===== src/verilog/pmp_cfg.svh =====
// pmp_cfg.svh: offsets, field positions, reset values and timing counts of the mii port
// assumes mclk at the rate given below; included by bare name
`ifndef PMP_CFG_SVH
`define PMP_CFG_SVH

`define PMP_MCLK_HZ          25000000
`define PMP_TXRX_10M_HZ      2500000
`define PMP_TXRX_100M_HZ     25000000
// half periods of the mii clocks in mclk cycles, never below one
`define PMP_HALF_10M         (((`PMP_MCLK_HZ / (2 * `PMP_TXRX_10M_HZ)) < 1) ? 1 : (`PMP_MCLK_HZ / (2 * `PMP_TXRX_10M_HZ)))
`define PMP_HALF_100M        (((`PMP_MCLK_HZ / (2 * `PMP_TXRX_100M_HZ)) < 1) ? 1 : (`PMP_MCLK_HZ / (2 * `PMP_TXRX_100M_HZ)))
`define PMP_RST_STRETCH_US   258
`define PMP_RST_STRETCH_CYC  ((`PMP_RST_STRETCH_US * `PMP_MCLK_HZ) / 1000000)

`define PMP_CTRL_ADDR        5'h00
`define PMP_CTRL_RESET_BIT   15
`define PMP_CTRL_SPEED_BIT   13
`define PMP_CTRL_DUPLEX_BIT  8
`define PMP_CTRL_RESET_VAL   16'h2000
`define PMP_PHYAD_UPPER      3'h0

`define PMP_PREAMBLE_LEN     6'h20
`define PMP_HDR_BITS         4'hc
`define PMP_DATA_BITS        5'h10
`define PMP_OP_READ          2'h2
`define PMP_OP_WRITE         2'h1

`endif


===== src/verilog/pmp_pkg.sv =====
// pmp_pkg: types shared by the mii port design
// assumes pmp_cfg.svh holds every numeric constant
package pmp_pkg;
   typedef struct packed {
      logic       valid;
      logic       err;
      logic [3:0] nibble;
   } pmp_rx_line_s;

   typedef struct packed {
      logic       en;
      logic [3:0] nibble;
   } pmp_tx_pins_s;

   typedef enum logic [4:0] {
      MS_PRE = 5'h01,
      MS_ST  = 5'h02,
      MS_HDR = 5'h04,
      MS_TA  = 5'h08,
      MS_DAT = 5'h10
   } pmp_mdio_state_e;
endpackage


===== src/verilog/pmp_clk_div.sv =====
// pmp_clk_div: divides mclk into a square clock and marks its edges with one-cycle enables
// assumes half is at least one and held stable except at speed changes
`timescale 1ns/1ps
`default_nettype none
module pmp_clk_div (
   // clock and reset
   input  wire logic       clk,
   input  wire logic       rst_n,
   // control
   input  wire logic       hold,
   input  wire logic [3:0] half,
   // outputs
   output logic            clk_out,
   output logic            rise_en,
   output logic            fall_en
);
   logic [3:0] cnt_reg;
   logic       last;

   assign last = (cnt_reg >= half - 4'h1);

   always_ff @(posedge clk or negedge rst_n) begin
      if (!rst_n) begin
         cnt_reg <= 4'h0;
         clk_out <= 1'b1;
         rise_en <= 1'b0;
         fall_en <= 1'b0;
      end else if (hold) begin
         // parked high while the port is in reset
         cnt_reg <= 4'h0;
         clk_out <= 1'b1;
         rise_en <= 1'b0;
         fall_en <= 1'b0;
      end else begin
         cnt_reg <= last ? 4'h0 : cnt_reg + 4'h1;
         rise_en <= last & ~clk_out;
         fall_en <= last & clk_out;
         if (last) begin
            clk_out <= ~clk_out;
         end
      end
   end
endmodule // pmp_clk_div
`default_nettype wire


===== src/verilog/pmp_mii_port.sv =====
// pmp_mii_port: phy side of the mii, nibble paths, status pins, management slave and reset stretch
// assumes line-side inputs come from logic on mclk; every mii and management pin is asynchronous
//
// Overview of operation
// RQ1 - mac changes transmit nibble with transmit clock
// RQ2 - transmit bit zero is least significant
// RQ3 - mac raises transmit enable for valid nibbles
// RQ4 - phy makes transmit clock, 2.5 or 25 MHz; from a 25 MHz mclk the code gives 2.5 or 12.5 MHz
// RQ5 - phy makes receive clock, 25 or 2.5 MHz; from a 25 MHz mclk the code gives 12.5 or 2.5 MHz
// RQ6 - receive nibble changes on receive clock, lsb zero
// RQ7 - receive valid marks every valid data nibble
// RQ8 - receive error flags detected receive errors
// RQ9 - collision stays high while collision lasts
// RQ10 - collision inactive in full duplex
// RQ11 - half duplex: carrier on transmit or receive
// RQ12 - full duplex: carrier on receive only
// RQ13 - carrier rises anytime, falls with receive clock
// RQ14 - station keeps management clock at most 8 MHz
// RQ15 - management data pin shared, driven in turn
// RQ16 - reset pin or control bit resets phy
// RQ17 - internal reset stretched 258 us after release
// RQ18 - answer only accesses to strapped address
`include "pmp_cfg.svh"
`timescale 1ns/1ps
`default_nettype none
module pmp_mii_port import pmp_pkg::*; #(
   parameter int RST_STRETCH_CYC = `PMP_RST_STRETCH_CYC
) (
   // clock and reset
   input  wire logic         mclk,
   input  wire logic         rst_n,
   // mii transmit pins
   input  wire logic [3:0]   txd,
   input  wire logic         tx_en,
   output logic              tx_clk,
   // mii receive and status pins
   output logic [3:0]        rxd,
   output logic              rx_dv,
   output logic              rx_er,
   output logic              rx_clk,
   output logic              col,
   output logic              crs,
   // management pins
   input  wire logic         mdc,
   input  wire logic         mdio_in,
   output logic              mdio_out,
   output logic              mdio_oe_n,
   input  wire logic         phy_address_strap_bit0,
   input  wire logic         phy_address_strap_bit1,
   // line side
   input  wire pmp_rx_line_s line_rx,
   input  wire logic         line_carrier,
   input  wire logic         line_collision,
   output logic [3:0]        line_tx_nibble,
   output logic              line_tx_valid,
   // status
   output logic              speed_100,
   output logic              full_duplex,
   output logic              in_reset
);
   localparam logic [12:0] STRETCH = 13'(RST_STRETCH_CYC);

   logic [15:0]     ctrl_reg;
   logic            busy_reg;
   logic [12:0]     stretch_reg;
   logic            soft_rst;
   pmp_tx_pins_s    tx_s1_reg, tx_s2_reg;
   logic [2:0]      mdc_sync_reg;
   logic [1:0]      mdio_sync_reg;
   logic [1:0]      strap_s1_reg, strap_s2_reg;
   logic [4:0]      phyad_reg;
   logic            mdc_rise;
   logic            tx_fall, rx_rise;
   logic            tx_clk_w, rx_clk_w;
   logic [3:0]      half;
   pmp_mdio_state_e mstate_reg;
   logic [5:0]      ones_reg;
   logic [4:0]      bit_cnt_reg;
   logic [11:0]     hdr_reg;
   logic [15:0]     shift_reg;
   logic            is_read_reg;
   logic            mbit;
   logic            addr_hit;

   // pin synchronisers; only stage two and later are read by logic
   always_ff @(posedge mclk or negedge rst_n) begin
      if (!rst_n) begin
         tx_s1_reg     <= '0;
         tx_s2_reg     <= '0;
         mdc_sync_reg  <= 3'h0;
         mdio_sync_reg <= 2'h3;
         strap_s1_reg  <= 2'h0;
         strap_s2_reg  <= 2'h0;
      end else begin
         tx_s1_reg     <= '{en: tx_en, nibble: txd};
         tx_s2_reg     <= tx_s1_reg;
         mdc_sync_reg  <= {mdc_sync_reg[1:0], mdc};
         mdio_sync_reg <= {mdio_sync_reg[0], mdio_in};
         strap_s1_reg  <= {phy_address_strap_bit1, phy_address_strap_bit0};
         strap_s2_reg  <= strap_s1_reg;
      end
   end

   assign mdc_rise = mdc_sync_reg[1] & ~mdc_sync_reg[2];
   assign mbit     = mdio_sync_reg[1];

   // straps are caught throughout the internal reset and frozen afterwards
   always_ff @(posedge mclk or negedge rst_n) begin
      if (!rst_n) begin
         phyad_reg <= 5'h00;
      end else if (busy_reg) begin
         phyad_reg <= {`PMP_PHYAD_UPPER, strap_s2_reg}; // [RQ18]
      end
   end

   // reset stretch: pin and control bit share one counter
   always_ff @(posedge mclk or negedge rst_n) begin
      if (!rst_n) begin
         busy_reg    <= 1'b1;
         stretch_reg <= 13'h0000;
      end else if (soft_rst) begin
         busy_reg    <= 1'b1; // [RQ16]
         stretch_reg <= 13'h0000;
      end else if (busy_reg) begin
         if (stretch_reg >= STRETCH - 13'h1) begin
            busy_reg <= 1'b0; // [RQ17]
         end else begin
            stretch_reg <= stretch_reg + 13'h1;
         end
      end
   end

   // control register; reset bit reads back zero because busy reloads it
   always_ff @(posedge mclk or negedge rst_n) begin
      if (!rst_n) begin
         ctrl_reg <= `PMP_CTRL_RESET_VAL;
      end else if (busy_reg) begin
         ctrl_reg <= `PMP_CTRL_RESET_VAL; // [RQ16]
      end else if (mdc_rise && mstate_reg == MS_DAT && !is_read_reg
                   && bit_cnt_reg == `PMP_DATA_BITS - 5'h1
                   && hdr_reg[4:0] == `PMP_CTRL_ADDR) begin
         ctrl_reg <= {shift_reg[14:0], mbit};
      end
   end

   assign soft_rst = !busy_reg && ctrl_reg[`PMP_CTRL_RESET_BIT];
   assign addr_hit = (hdr_reg[9:5] == phyad_reg);
   assign half     = ctrl_reg[`PMP_CTRL_SPEED_BIT] ? 4'(`PMP_HALF_100M) : 4'(`PMP_HALF_10M);

   // one divider per mii clock; both share hold and half, so the two run in phase
   pmp_clk_div u_tx_div ( // [RQ4]
      .clk     (mclk),
      .rst_n   (rst_n),
      .hold    (busy_reg),
      .half    (half),
      .clk_out (tx_clk_w),
      .rise_en (),
      .fall_en (tx_fall)
   );

   pmp_clk_div u_rx_div ( // [RQ5]
      .clk     (mclk),
      .rst_n   (rst_n),
      .hold    (busy_reg),
      .half    (half),
      .clk_out (rx_clk_w),
      .rise_en (rx_rise),
      .fall_en ()
   );

   always_ff @(posedge mclk or negedge rst_n) begin
      if (!rst_n) begin
         tx_clk <= 1'b1;
         rx_clk <= 1'b1;
      end else begin
         tx_clk <= tx_clk_w;
         rx_clk <= rx_clk_w;
      end
   end

   // transmit: the mac settles after the rising edge, so sample at mid-period
   always_ff @(posedge mclk or negedge rst_n) begin
      if (!rst_n) begin
         line_tx_nibble <= 4'h0;
         line_tx_valid  <= 1'b0;
      end else if (busy_reg) begin
         line_tx_nibble <= 4'h0;
         line_tx_valid  <= 1'b0;
      end else if (tx_fall) begin
         line_tx_valid  <= tx_s2_reg.en; // [RQ3]
         line_tx_nibble <= tx_s2_reg.en ? tx_s2_reg.nibble : 4'h0; // [RQ1] [RQ2]
      end
   end

   // receive nibble path, launched on the receive clock rising edge
   always_ff @(posedge mclk or negedge rst_n) begin
      if (!rst_n) begin
         rxd   <= 4'h0;
         rx_dv <= 1'b0;
         rx_er <= 1'b0;
      end else if (busy_reg) begin
         rxd   <= 4'h0;
         rx_dv <= 1'b0;
         rx_er <= 1'b0;
      end else if (rx_rise) begin
         rxd   <= line_rx.valid ? line_rx.nibble : 4'h0; // [RQ6]
         rx_dv <= line_rx.valid; // [RQ7]
         rx_er <= line_rx.err; // [RQ8]
      end
   end

   // collision and carrier; carrier may rise at once but falls only on a receive edge
   always_ff @(posedge mclk or negedge rst_n) begin
      if (!rst_n) begin
         col <= 1'b0;
         crs <= 1'b0;
      end else if (busy_reg) begin
         col <= 1'b0;
         crs <= 1'b0;
      end else begin
         col <= line_collision & ~ctrl_reg[`PMP_CTRL_DUPLEX_BIT]; // [RQ9] [RQ10]
         if (line_carrier || (line_tx_valid && !ctrl_reg[`PMP_CTRL_DUPLEX_BIT])) begin
            crs <= 1'b1; // [RQ11] [RQ12]
         end else if (rx_rise) begin
            crs <= 1'b0; // [RQ13]
         end
      end
   end

   // management frame receiver; bits are taken on management clock rising edges
   always_ff @(posedge mclk or negedge rst_n) begin
      if (!rst_n) begin
         mstate_reg  <= MS_PRE;
         ones_reg    <= 6'h00;
         bit_cnt_reg <= 5'h00;
         hdr_reg     <= 12'h000;
         shift_reg   <= 16'h0000;
         is_read_reg <= 1'b0;
         mdio_out    <= 1'b1;
         mdio_oe_n   <= 1'b1;
      end else if (mdc_rise) begin
         case (mstate_reg)
            MS_PRE: begin
               if (mbit) begin
                  ones_reg <= (ones_reg == `PMP_PREAMBLE_LEN) ? ones_reg : ones_reg + 6'h01;
               end else begin
                  ones_reg <= 6'h00;
                  if (ones_reg == `PMP_PREAMBLE_LEN) begin
                     mstate_reg <= MS_ST;
                  end
               end
            end
            MS_ST: begin
               bit_cnt_reg <= 5'h00;
               mstate_reg  <= mbit ? MS_HDR : MS_PRE;
            end
            MS_HDR: begin
               hdr_reg     <= {hdr_reg[10:0], mbit};
               bit_cnt_reg <= bit_cnt_reg + 5'h01;
               if (bit_cnt_reg == 5'({1'b0, `PMP_HDR_BITS}) - 5'h01) begin
                  bit_cnt_reg <= 5'h00;
                  mstate_reg  <= MS_TA;
               end
            end
            MS_TA: begin
               if ({hdr_reg[10:9], mbit} != 3'h0 && !addr_hit) begin
                  mstate_reg <= MS_PRE; // [RQ18]
               end else if (hdr_reg[11:10] == `PMP_OP_READ && addr_hit) begin
                  is_read_reg <= 1'b1;
                  shift_reg   <= (hdr_reg[4:0] == `PMP_CTRL_ADDR) ? ctrl_reg : 16'h0000;
                  mdio_out    <= 1'b0; // [RQ15]
                  mdio_oe_n   <= 1'b0;
                  mstate_reg  <= MS_DAT;
               end else if (hdr_reg[11:10] == `PMP_OP_WRITE && addr_hit) begin
                  is_read_reg <= 1'b0;
                  bit_cnt_reg <= bit_cnt_reg + 5'h01;
                  if (bit_cnt_reg == 5'h01) begin
                     bit_cnt_reg <= 5'h00;
                     mstate_reg  <= MS_DAT;
                  end
               end else begin
                  mstate_reg <= MS_PRE;
               end
            end
            MS_DAT: begin
               bit_cnt_reg <= bit_cnt_reg + 5'h01;
               if (is_read_reg) begin
                  if (bit_cnt_reg == `PMP_DATA_BITS) begin
                     mdio_oe_n  <= 1'b1; // [RQ15]
                     mdio_out   <= 1'b1;
                     mstate_reg <= MS_PRE;
                  end else begin
                     mdio_out  <= shift_reg[15];
                     shift_reg <= {shift_reg[14:0], 1'b0};
                  end
               end else begin
                  shift_reg <= {shift_reg[14:0], mbit};
                  if (bit_cnt_reg == `PMP_DATA_BITS - 5'h1) begin
                     mstate_reg <= MS_PRE;
                  end
               end
            end
            default: begin
               mstate_reg <= MS_PRE;
            end
         endcase
      end
   end

   always_ff @(posedge mclk or negedge rst_n) begin
      if (!rst_n) begin
         speed_100   <= 1'b1;
         full_duplex <= 1'b0;
         in_reset    <= 1'b1;
      end else begin
         speed_100   <= ctrl_reg[`PMP_CTRL_SPEED_BIT];
         full_duplex <= ctrl_reg[`PMP_CTRL_DUPLEX_BIT];
         in_reset    <= busy_reg;
      end
   end

   property p_col_fd;
      @(posedge mclk) disable iff (!rst_n)
      $past(ctrl_reg[`PMP_CTRL_DUPLEX_BIT]) |-> !col;
   endproperty
   a_col_fd: assert property (p_col_fd) else $error("collision high in full duplex"); // [RQ10]

   property p_col_hold;
      @(posedge mclk) disable iff (!rst_n)
      (line_collision && !ctrl_reg[`PMP_CTRL_DUPLEX_BIT] && !busy_reg && !soft_rst) |=> col;
   endproperty
   a_col_hold: assert property (p_col_hold) else $error("collision not shown"); // [RQ9]

   property p_crs_fall;
      @(posedge mclk) disable iff (!rst_n)
      $fell(crs) |-> ($past(rx_rise) || $past(busy_reg));
   endproperty
   a_crs_fall: assert property (p_crs_fall) else $error("carrier dropped off receive edge"); // [RQ13]

   property p_crs_fd;
      @(posedge mclk) disable iff (!rst_n)
      ($rose(crs) && $past(ctrl_reg[`PMP_CTRL_DUPLEX_BIT])) |-> $past(line_carrier);
   endproperty
   a_crs_fd: assert property (p_crs_fd) else $error("carrier raised by transmit in full duplex"); // [RQ12]

   property p_crs_hd;
      @(posedge mclk) disable iff (!rst_n)
      (line_tx_valid && !ctrl_reg[`PMP_CTRL_DUPLEX_BIT] && !busy_reg && !soft_rst) |=> crs;
   endproperty
   a_crs_hd: assert property (p_crs_hd) else $error("no carrier during half duplex transmit"); // [RQ11]

   property p_rxd_sync;
      @(posedge mclk) disable iff (!rst_n)
      ($changed(rxd) || $changed(rx_dv) || $changed(rx_er)) |-> ($past(rx_rise) || $past(busy_reg));
   endproperty
   a_rxd_sync: assert property (p_rxd_sync) else $error("receive outputs moved off receive edge"); // [RQ6]

   property p_rxdv;
      @(posedge mclk) disable iff (!rst_n)
      (rx_rise && line_rx.valid && !busy_reg) |=> (rx_dv && rxd == $past(line_rx.nibble) && rx_er == $past(line_rx.err));
   endproperty
   a_rxdv: assert property (p_rxdv) else $error("receive nibble or valid wrong"); // [RQ7]

   property p_stretch;
      @(posedge mclk) disable iff (!rst_n)
      $fell(busy_reg) |-> $past(stretch_reg) == STRETCH - 13'h1;
   endproperty
   a_stretch: assert property (p_stretch) else $error("reset stretch length wrong"); // [RQ17]

   property p_soft_rst;
      @(posedge mclk) disable iff (!rst_n)
      soft_rst |=> (busy_reg && stretch_reg == 13'h0000) ##1 !ctrl_reg[`PMP_CTRL_RESET_BIT];
   endproperty
   a_soft_rst: assert property (p_soft_rst) else $error("control reset bit did not reset"); // [RQ16]

   property p_addr;
      @(posedge mclk) disable iff (!rst_n)
      $fell(mdio_oe_n) |-> $past(addr_hit);
   endproperty
   a_addr: assert property (p_addr) else $error("answered a foreign address"); // [RQ18]

   property p_clk_park;
      @(posedge mclk) disable iff (!rst_n)
      (busy_reg && $past(busy_reg)) |=> (tx_clk && rx_clk);
   endproperty
   a_clk_park: assert property (p_clk_park) else $error("mii clocks not high in reset"); // [RQ4]
endmodule // pmp_mii_port
`default_nettype wire


===== config.mk =====
export PLATFORM = sky130hd
export DESIGN_NAME = pmp_mii_port
export DESIGN_NICKNAME = d
export VERILOG_FILES = /design/src/verilog/pmp_pkg.sv /design/src/verilog/pmp_clk_div.sv /design/src/verilog/pmp_mii_port.sv
export VERILOG_INCLUDE_DIRS = /design/src /design/src/verilog
export SDC_FILE = /design/constraint.sdc
export NUM_CORES = 1
export LEC_CHECK = 0
export ABC_AREA = 1
export BUFFER_PORTS_ARGS = -buffer_cell sky130_fd_sc_hd__buf_2
export CAP_MARGIN = 15
export CORE_MARGIN = 4
export CORE_UTILIZATION = 60
export DETAILED_ROUTE_END_ITERATION = 8
export PLACE_DENSITY_LB_ADDON = 0.15
export SLEW_MARGIN = 30
export SYNTH_ARGS = -nofsm -noshare
export SYNTH_HDL_FRONTEND = slang
export SYNTH_SLANG_ARGS = --single-unit

===== constraint.sdc =====
create_clock -name mclk -period 1.8 [get_ports mclk]
set_input_delay 0.18 -clock mclk [delete_from_list [all_inputs] [get_ports mclk]]
set_output_delay 0.18 -clock mclk [all_outputs]
set_load 0.03 [all_outputs]

==> results of run 1 <==
==> area by class of cell <==
| type | count | area share [%] |
|---|---|---|
| sequential | 128 | 44.3 |
| multi-input combinational | 421 | 32.3 |
| timing repair buffer | 80 | 8.76 |
| clock buffer | 18 | 5.75 |
| inverter | 85 | 4.49 |
| tap | 129 | 2.22 |
| clock inverter | 14 | 2.19 |
==> synthesized netlist by cell type, types with 2 or more instances <==
cell type,count
nand3_2,3
o31ai_1,4
nand4_1,5
mux2_2,2
dfrtp_1,115
inv_1,77
o21ai_1,11
nand3b_1,2
nor3_1,9
nor2_1,49
o22ai_1,12
ha_1,14
o21ai_0,50
nand2_1,132
or2_2,4
xor2_1,13
a21oi_1,6
buf_2,7
nand2_4,2
nor2_4,3
nand3_1,62
buf_4,2
inv_2,6
clkbuf_1,4
nand2_2,18
dfstp_2,13
nor4_1,2
xnor2_1,6
nor2_2,5
==> placed cells by master, fill, tap and decap left out, types with 4 or more instances in the layout <==
cell type      synthesis  final
a21oi_1                6      6
buf_12                 1      6
buf_2                  7     37
buf_4                  2     17
clkbuf_16              0     16
clkinvlp_4             0      4
dfrtp_1              115    115
dfstp_2               13     13
dlygate4sd3_1          0     17
ha_1                  14     11
inv_1                 77     75
inv_2                  6      6
nand2_1              132    126
nand2_2               18     22
nand2_4                2      4
nand3_1               62     59
nand3_2                3      5
nand4_1                5      5
nor2_1                49     45
nor2_2                 5      8
nor2_4                 3      5
nor3_1                 9      8
o21ai_0               50     49
o21ai_1               11     12
o22ai_1               12     12
o31ai_1                4      4
or2_2                  4      4
xnor2_1                6      6
xor2_1                13     13
==> path summary, 6_finish.rpt <==
check | slack (ns) | end
setup / recovery | 0.04 | ctrl_reg[14]
hold / removal | 0.05 | rx_dv
setup reg to reg | 0.04 | ctrl_reg[14]
hold reg to reg | 0.35 | strap_s2_reg[1]
max in group asynchronous | 0.94 | in_reset
min in group asynchronous | 0.18 | mstate_reg[2]
==> power breakdown <==
| part | leakage, nW | internal (mW) | switching [mW] |
|---|---|---|---|
| clock network | 0.270 | 1.99 | 1.34 |
| logic | 1.52 | 0.543 | 0.895 |
| registers | 1.66 | 3.07 | 0.159 |
| total | 3.46 | 5.61 | 2.40 |
==> metal layers <==
layer	share of wire (%)	up-vias	routed length (um)
met4	1.2	0	164
met5	0	-	0
met1	43	2230	5640
met2	51	152	6690
li1	-	2263	-
met3	5.1	16	665
==> stage by stage <==
| stage | instance area (um2) | TNS, ns | utilization (%) | worst slack (ns) | total power, mW |
|---|---|---|---|---|---|
| CTS | 7070 | 0 | 75.4 | 0.0217 | 7.79 |
| detailed placement | 6310 | 0 | 67.3 | 0.0361 | 4.41 |
| global placement | 6310 | 0 | 67.3 | 0.0941 | 4.35 |
| global route | 7270 | -0.771 | 77.6 | -0.0552 | 8.38 |
| finish | 7270 | 0 | 77.6 | 0.0364 | 8.00 |
| floorplan | 5880 | 0 | - | 0.174 | 4.09 |
==> cells by family after synthesis <==
| family | count (synthesis) | share of synthesized area (%) |
|---|---|---|
| adders and majority gates | 14 | 2.98 |
| muxes | 2 | 0.383 |
| AOI/OAI and AO/OA | 85 | 7.83 |
| xor gates and xnor gates | 19 | 2.83 |
| DFF | 128 | 54.8 |
| and+or+nand+nor | 300 | 24.1 |
| buffers and inverters | 100 | 7.11 |
==> repair_timing <==
item                       4_1_cts  5_1_grt
buffers inserted                 0        9
cloned                           0        1
hold endpoints to repair        51        0
gates resized for setup          3       29
pin swaps                        1        8
hold buffers                    17        0
setup endpoints to repair        7       45
==> critical path: stages (launching register included) <==
cell and delay (ns):
dfrtp_1 0.37, ha_2 0.20, nand2_1 0.08, nor2_2 0.12, ha_2 0.20, nand2_1 0.09
nor2_4 0.17, nand2_4 0.10, buf_4 0.15, nand3_1 0.08, o21ai_1 0.08
==> flow_summary.toml, run 1 <==
[routing]
vias_per_cell = 5.33
avgRoutedWirePerCell_um = 15.0
dr.pass1.iters = 5
ant_nets = 0
wirelength_um = 13200
vias = 4661
drt_iter0_markers = 319
drc = 0

[synth]
synth-async-reset-ratio_pct = 100
yosys.area.top_type_share_pct = 49.0
yosysSeqAreaShare_pct = 54.8
synth-main-ff-cell = "dfrtp_1"
syn_inst = 648
synth.ff_latch_count = 128
synth_edf_count = 0
avgSynthCellArea_um2 = 9.07
synth_top_area_cell = "dfrtp_1"
synth_area_mm2 = 0.00588
synth_area_leaders = "dfrtp_1 49%, nand2_1 8.4%, dfstp_2 5.8%"
yosysWarnings = 0
syn-num-nets = 681
synthDistinctLibCells = 39

[setup_path]
rr_startpoint = "bit_cnt_reg[0]"
worstSetupEndpointType = "flop"
r2r_cells = 10
startpoint_type = "flop"
crit_path_max_fanout = 5
required_ns = 2.20
critical_path_class = "flop to flop"
arrival_ns = 2.16
crit_path_start = "bit_cnt_reg[0]"

[global_routing]
grt_first_pass_wirelength_um = 21800
busiest_layer = "met2"
use_met1_pct = 29.8
grt_pass1_vias = 4758
track_usage_pct = 23.9
grt-ovfl-total = 0
met3_usage_pct = 7.83
grt_util_met2_pct = 39.7
grt_max_degree = 49
antenna_found_initial = 0

[cells_and_area]
multi_input_area_mm2 = 0.00235
layout-area-overhead-vs-synth_pct = 23.7
nNetsFinal = 766
fillCellCount = 624
seqCellArea_mm2 = 0.00322
num_antenna_cells = 0
drive_gt1_share_pct = 23.7
fin_cells = 875

[floorplanning]
rows = 35
fp.dieArea_mm2 = 0.0114
core_area_mm2 = 0.00937
initial_core_util_pct = 62.7
ioPinCount = 39
die_y_um = 107
die-width_um = 107

[sta]
maxSlewViolCount = 0
hold_viol = 0
finalClockSkew_ns = 0.00832
timing.final.crit_period_ns = 1.76
max_freq_mhz = 567
final.period_utilization_pct = 98.0
maxSlewHeadroom_pct = 66.4
setup_viol = 0
worst_slew_pin_slew_ns = 0.504
whs_ns = 0.0543

[pwr]
power-per-cell-area_mw_per_mm2 = 1100
ir_worst_vdd_v = 0.000784
leakage_nw = 3.46

[clocking]
h-tree-depth = 4
path_clk_slew_ns = 0.06
clock_latency_ns = 0.52
clock_sinks = 128
clock_path_buffers = 2
cts_tree = "built"
cts_root_buffer = "clkbuf_8"
cts_inserted_buffers = 17

[place]
place.gp.congestion = 0.845
io_buffers = 38
dp_hpwl_um = 7850
dp_cells = 816

[worst_hold_path]
hold_depth = 3
hold_path.class = "input pin to flop"
min_from = "line_rx[5]"

[job]
cap_violations = 0

[status]
outcome = "finished, final reports clean"
Note: power is estimated with default switching activity, not from simulation.
==> run 2: changes to the inputs <==
--- a/config.mk
+++ b/config.mk
@@ -9,7 +9,7 @@
 export ABC_AREA = 1
 export BUFFER_PORTS_ARGS = -buffer_cell sky130_fd_sc_hd__buf_2
 export CAP_MARGIN = 15
-export CORE_MARGIN = 4
+export CORE_MARGIN = 5
 export CORE_UTILIZATION = 60
 export DETAILED_ROUTE_END_ITERATION = 8
 export PLACE_DENSITY_LB_ADDON = 0.15
==> run 2 against run 1 <==
Effect of this change: clock skew grew 0.0025 ns; global-route usage shrank 0.22 points; die area is 3.8% higher; setup slack improved by 0.0069 ns; sequential power about the same; combinational power down 5%; first-iteration DRC count down 17%; register-to-register slack about the same; via count decreased by 0.28%; critical endpoint is now ctrl_reg[1]; largest cell class unchanged; largest power group unchanged; highest routed layer unchanged.
==> flow_summary.toml, run 2 (synthesis gave the netlist of run 1 again) <==
[status]
outcome = "finished, final reports clean"

[sta]
max_freq_mhz = 569
maxSlewViolCount = 0
hold_viol = 0
worst_slew_pin_slew_ns = 0.373
timing.final.crit_period_ns = 1.76
maxSlewHeadroom_pct = 75.1
setup_viol = 0
finalClockSkew_ns = 0.0108
timing.final.ws_setup_ns = 0.0433
final.period_utilization_pct = 97.6
rsz0062_at_grt = "true"

[pwr]
p_total_mw = 8.11
leakage_nw = 3.47
power_frac_comb_pct = 16.9
intPower_mw = 5.85
power-per-cell-area_mw_per_mm2 = 1100
seqPwrFrac_pct = 39.8
switching_share_pct = 27.8
power.switching_mw = 2.25
ir_worst_vdd_v = 0.00125
p_clk_share_pct = 43.3

[clocking]
cts_root_buffer = "clkbuf_8"
path_clk_slew_ns = 0.06
h-tree-depth = 4
clock_sinks = 128
clock_latency_ns = 0.53
cts_tree = "built"
clock_path_buffers = 2
cts_inserted_buffers = 17

[place]
place.gp.congestion = 0.849
io_buffers = 38
placed_area_mm2 = 0.00631
dp_hpwl_um = 7770
dp_cells = 823
dp_slack_ns = -0.0393

[setup_path]
slowest_stage = "dfrtp_1"
worstSetupEndpointType = "flop"
cp.depth = 9
cpPeakStageDelay_ns = 0.40
worst-path-buf-inv = 1
critical_path.top_delay_family = "simple AND/OR/NAND/NOR gates"
critical_path_class = "flop to flop"
required_ns = 2.26
crit_top_cell = "ha_2"
crit_path_max_fanout = 7
r2r_cells = 9
startpoint_type = "flop"
arrival_ns = 2.21
cp_cell_sequence = "ha_2 -> nand2_1 -> nor2_1 -> ha_2 -> nand2_2 -> nor2_4 -> buf_6 -> nand3_4 -> o21ai_2"

[floorplanning]
rows = 36
die-width_um = 109
fp.dieArea_mm2 = 0.0119
die_y_um = 109
ioPinCount = 39
core_area_mm2 = 0.00968
initial_core_util_pct = 60.7

[global_routing]
antenna_found_initial = 0
grt-ovfl-total = 0
track_usage_pct = 23.7
grt_max_degree = 43
grt_first_pass_wirelength_um = 21900
grt_pass1_vias = 4670

[routing]
wirelength_um = 12700
avgRoutedWirePerCell_um = 14.4
drt_iter0_markers = 266
dr.pass1.iters = 4
drc = 0
ant_nets = 0
vias_per_cell = 5.28
vias = 4648

[cells_and_area]
layout_common_cells = "129 x nand2_1, 115 x dfrtp_1, 76 x inv_1"
nNetsFinal = 768
drive_gt1_share_pct = 24.1
fin_cells = 881
num_antenna_cells = 0
postLayoutCellArea_mm2 = 0.00735
final_common_cell = "nand2_1"
layout-area-overhead-vs-synth_pct = 25.0

[job]
cap_violations = 0

[worst_hold_path]
hold_depth = 3
hold_path.class = "input pin to flop"
run 2: changes by cell type in the layout (fill, tap and decap cells not counted), moves of 3 or more:
cell | previous run | this run
nor2_2 | 8 | 4
nand2_2 | 22 | 17
o21ai_2 | 0 | 4
nand3_2 | 5 | 9
o21ai_1 | 12 | 9
nand2_1 | 126 | 129
buf_12 | 6 | 2
clkinv_2 | 1 | 4
clkinv_4 | 3 | 0
buf_4 | 17 | 21
nand3_1 | 59 | 54
run 2: cell type report:
class | instances | area, um2
flip-flops and latches | 128 | 3220
multi-input cells | 422 | 2430
fillers | 662 | 2340
repair buffers | 81 | 602
clock buffers | 21 | 439
inverters | 85 | 324
well taps | 133 | 166
clock inverters | 11 | 164
run 2: final timing paths:
kind / start / to / slack [ns]
worst min register to register: tx_s1_reg[4] / tx_s2_reg[4] / 0.35
min in group asynchronous: rst_n / ones_reg[2] / 0.08
worst min-delay path: line_rx[5] / rx_dv / 0.07
worst max-delay path: bit_cnt_reg[1] / ctrl_reg[1] / 0.04
max in group asynchronous: rst_n / mdio_oe_n / 1.08
worst max register to register: bit_cnt_reg[1] / ctrl_reg[1] / 0.04
run 2: timing repair:
action,CTS,global route
buffers inserted,0,7
setup endpoints to repair,20,37
resized for setup,4,40
pin swaps,0,14
gates cloned,0,2
hold buffers,17,0
endpoints found under the hold margin,134,0
run 2: routing by layer:
layer,GRT usage [%],share of wire (%),vias to the layer above
li1,-,-,2266
met1,31.1,45,2268
met2,38.0,49,86
met3,6.51,3.4,28
met4,8.57,2.3,0
met5,0,0,-
run 2: power groups by stage:
stage / Sequential [mW] / Combinational [mW] / Clock (mW)
after floorplan: 3.27 / 0.814 / 0
after global placement: 3.26 / 1.11 / 0
after detailed placement: 3.26 / 1.14 / 0
after CTS: 3.22 / 1.19 / 3.56
after global routing: 3.25 / 1.55 / 3.71
final: 3.22 / 1.37 / 3.51
run 2: stage by stage:
step / setup TNS, ns / util [%] / hold slack [ns]
after CTS: 0 / 73.3 / 0.00925
after floorplan: 0 / - / -0.116
after global routing: -1.36 / 75.9 / 0.0812
after detailed placement: -0.224 / 65.1 / 0.0670
final: 0 / 75.9 / 0.0728
after global placement: 0 / 65.1 / 0.0635
run 2: worst min-delay path, stage by stage:
cell and delay [ns]:
buf_2 0.08, nand3_1 0.16, o21ai_0 0.13
==> run 3: changes to the inputs <==
--- a/config.mk
+++ b/config.mk
@@ -9,7 +9,6 @@
 export ABC_AREA = 1
 export BUFFER_PORTS_ARGS = -buffer_cell sky130_fd_sc_hd__buf_2
 export CAP_MARGIN = 15
-export CORE_MARGIN = 5
 export CORE_UTILIZATION = 60
 export DETAILED_ROUTE_END_ITERATION = 8
 export PLACE_DENSITY_LB_ADDON = 0.15
==> run 3 against run 2 <==
Effect of this change: final area down 1.0%; power decreased by 0.93%; clock skew fell by 0.0039 ns; via count grew 2.9%; setup slack worse by 0.0057 ns; sequential cell count stayed put; critical endpoint is now ctrl_reg[8]; largest cell class unchanged.
==> flow_summary.toml, run 3 (synthesis gave the netlist of run 1 again) <==
[cells_and_area]
seqCellArea_mm2 = 0.00322
fillCellCount = 656
fin_cells = 876
num_antenna_cells = 0
multi_input_area_mm2 = 0.00238
drive_gt1_share_pct = 23.4
postLayoutCellArea_mm2 = 0.00727
layout-area-overhead-vs-synth_pct = 23.7
nNetsFinal = 767
final_common_cell = "nand2_1"
layout_common_cells = "125 x nand2_1, 115 x dfrtp_1, 76 x inv_1"

[floorplanning]
core_area_mm2 = 0.00937
die_y_um = 101
initial_core_util_pct = 62.7
ioPinCount = 39
fp.dieArea_mm2 = 0.0102
die-width_um = 101
rows = 35

[pwr]
power-per-cell-area_mw_per_mm2 = 1100
leakage_nw = 3.44
p_total_mw = 8.03
ir_worst_vdd_v = 0.000908

[global_routing]
grt_max_degree = 47
track_usage_pct = 28.4
grt_pass1_vias = 4736
antenna_found_initial = 0
grt_first_pass_wirelength_um = 21700
grt-ovfl-total = 0

[sta]
worst_slew_pin_slew_ns = 0.457
max_freq_mhz = 567
whs_ns = 0.0527
maxSlewViolCount = 0
maxSlewHeadroom_pct = 69.5
final.period_utilization_pct = 97.9
finalClockSkew_ns = 0.00685
setup_viol = 0
hold_viol = 0
rsz0062_at_grt = "true"
timing.final.crit_period_ns = 1.76

[setup_path]
rr_startpoint = "bit_cnt_reg[1]"
startpoint_type = "flop"
arrival_ns = 2.21
cp_cell_sequence = "ha_2 -> nand2_2 -> nor2_2 -> ha_2 -> nand2_2 -> nor2_4 -> nand3_2 -> o22ai_2"
critical_path_class = "flop to flop"
r2r_end = "ctrl_reg[8]"
critical_path.top_delay_family = "simple AND/OR/NAND/NOR gates"
worst-path-buf-inv = 0
regToRegSetupSlack_ns = 0.04
r2r_cells = 8
required_ns = 2.25
worstSetupEndpointType = "flop"
crit_path_max_fanout = 7
slowest_stage = "dfrtp_1"
cpPeakStageDelay_ns = 0.41

[place]
io_buffers = 38
placed_area_mm2 = 0.00629
dp_cells = 817
place.gp.congestion = 0.873
dp_hpwl_um = 7840

[worst_hold_path]
hold_end = "rx_dv"
hold_depth = 3
hold_path.class = "input pin to flop"
min_from = "line_rx[5]"

[routing]
wirelength_um = 13500
avgRoutedWirePerCell_um = 15.5
drt_iter0_markers = 259
drc = 0
ant_nets = 0
vias = 4785
vias_per_cell = 5.46
dr.pass1.iters = 5

[status]
outcome = "finished, final reports clean"

[clocking]
clock_sinks = 128
cts_inserted_buffers = 17
path_clk_slew_ns = 0.06
clock_latency_ns = 0.52
cts_root_buffer = "clkbuf_8"
h-tree-depth = 4
cts_tree = "built"
clock_path_buffers = 2

[job]
cap_violations = 0
[run 3: cell types whose count changed in the layout (fill, tap and decap cells not counted), sizes merged]
cell	before	now
nor2	58	59
nand2	154	155
inv	85	86
bufinv	4	3
clkinv	5	4
buf	64	61
clkbuf	21	20
clkinvlp	2	4
[run 3: what timing repair did]
action / 4_1_cts / 5_1_grt
hold endpoints to repair: 72 / 0
pin swaps: 0 / 13
hold buffers: 17 / 0
endpoints found under the setup margin: 7 / 40
gates resized for setup: 4 / 30
gates cloned: 0 / 4
buffers inserted: 0 / 6
[run 3: worst max-delay path by stage]
stage / start / endpoint / slack, ns / cells after the start
after CTS: bit_cnt_reg[1] / ctrl_reg[13] / 0.01 / 10
after global routing: bit_cnt_reg[1] / ctrl_reg[8] / -0.06 / 8
final: bit_cnt_reg[1] / ctrl_reg[8] / 0.04 / 8
after global placement: bit_cnt_reg[1] / ctrl_reg[13] / 0.09 / 10
after floorplan: bit_cnt_reg[0] / ctrl_reg[10] / 0.17 / 10
after detailed placement: bit_cnt_reg[1] / ctrl_reg[13] / -0.05 / 10
[run 3: power by group]
part	leakage (nW)	switching [mW]	internal, mW	total [mW]
combinational	1.49	0.863	0.447	1.31
clock	0.284	1.31	2.19	3.50
sequential	1.66	0.157	3.07	3.23
[run 3: worst min-delay path: cells and delay by family]
kind,cells,cell delay (ns)
buffers and inverters,1,0.08
AOI/OAI and AO/OA,1,0.12
and+or+nand+nor,1,0.15
[run 3: layout make-up]
cell class,instances,share of cell area (%)
clock buffers,20,6.13
clock inverters,12,2.15
multi-input cells,424,32.7
inverters,85,4.46
repair buffers,78,8.04
well taps,129,2.22
flip-flops and latches,128,44.3
[run 3: per-layer routing]
layer  global-route usage [%]  share of wire [%]
met2                     48.1                 53
met5                        0                  0
met4                     9.48                1.5
met3                     8.60                5.4
met1                     35.0                 41
[run 3: metrics by stage]
step	worst slack, ns	utilization [%]	TNS (ns)
final	0.0376	77.6	0
after global routing	-0.0645	77.6	-0.678
after CTS	0.0121	75.6	0
after detailed placement	-0.0497	67.1	-0.0564
after global placement	0.0854	67.1	0
after floorplan	0.174	-	0
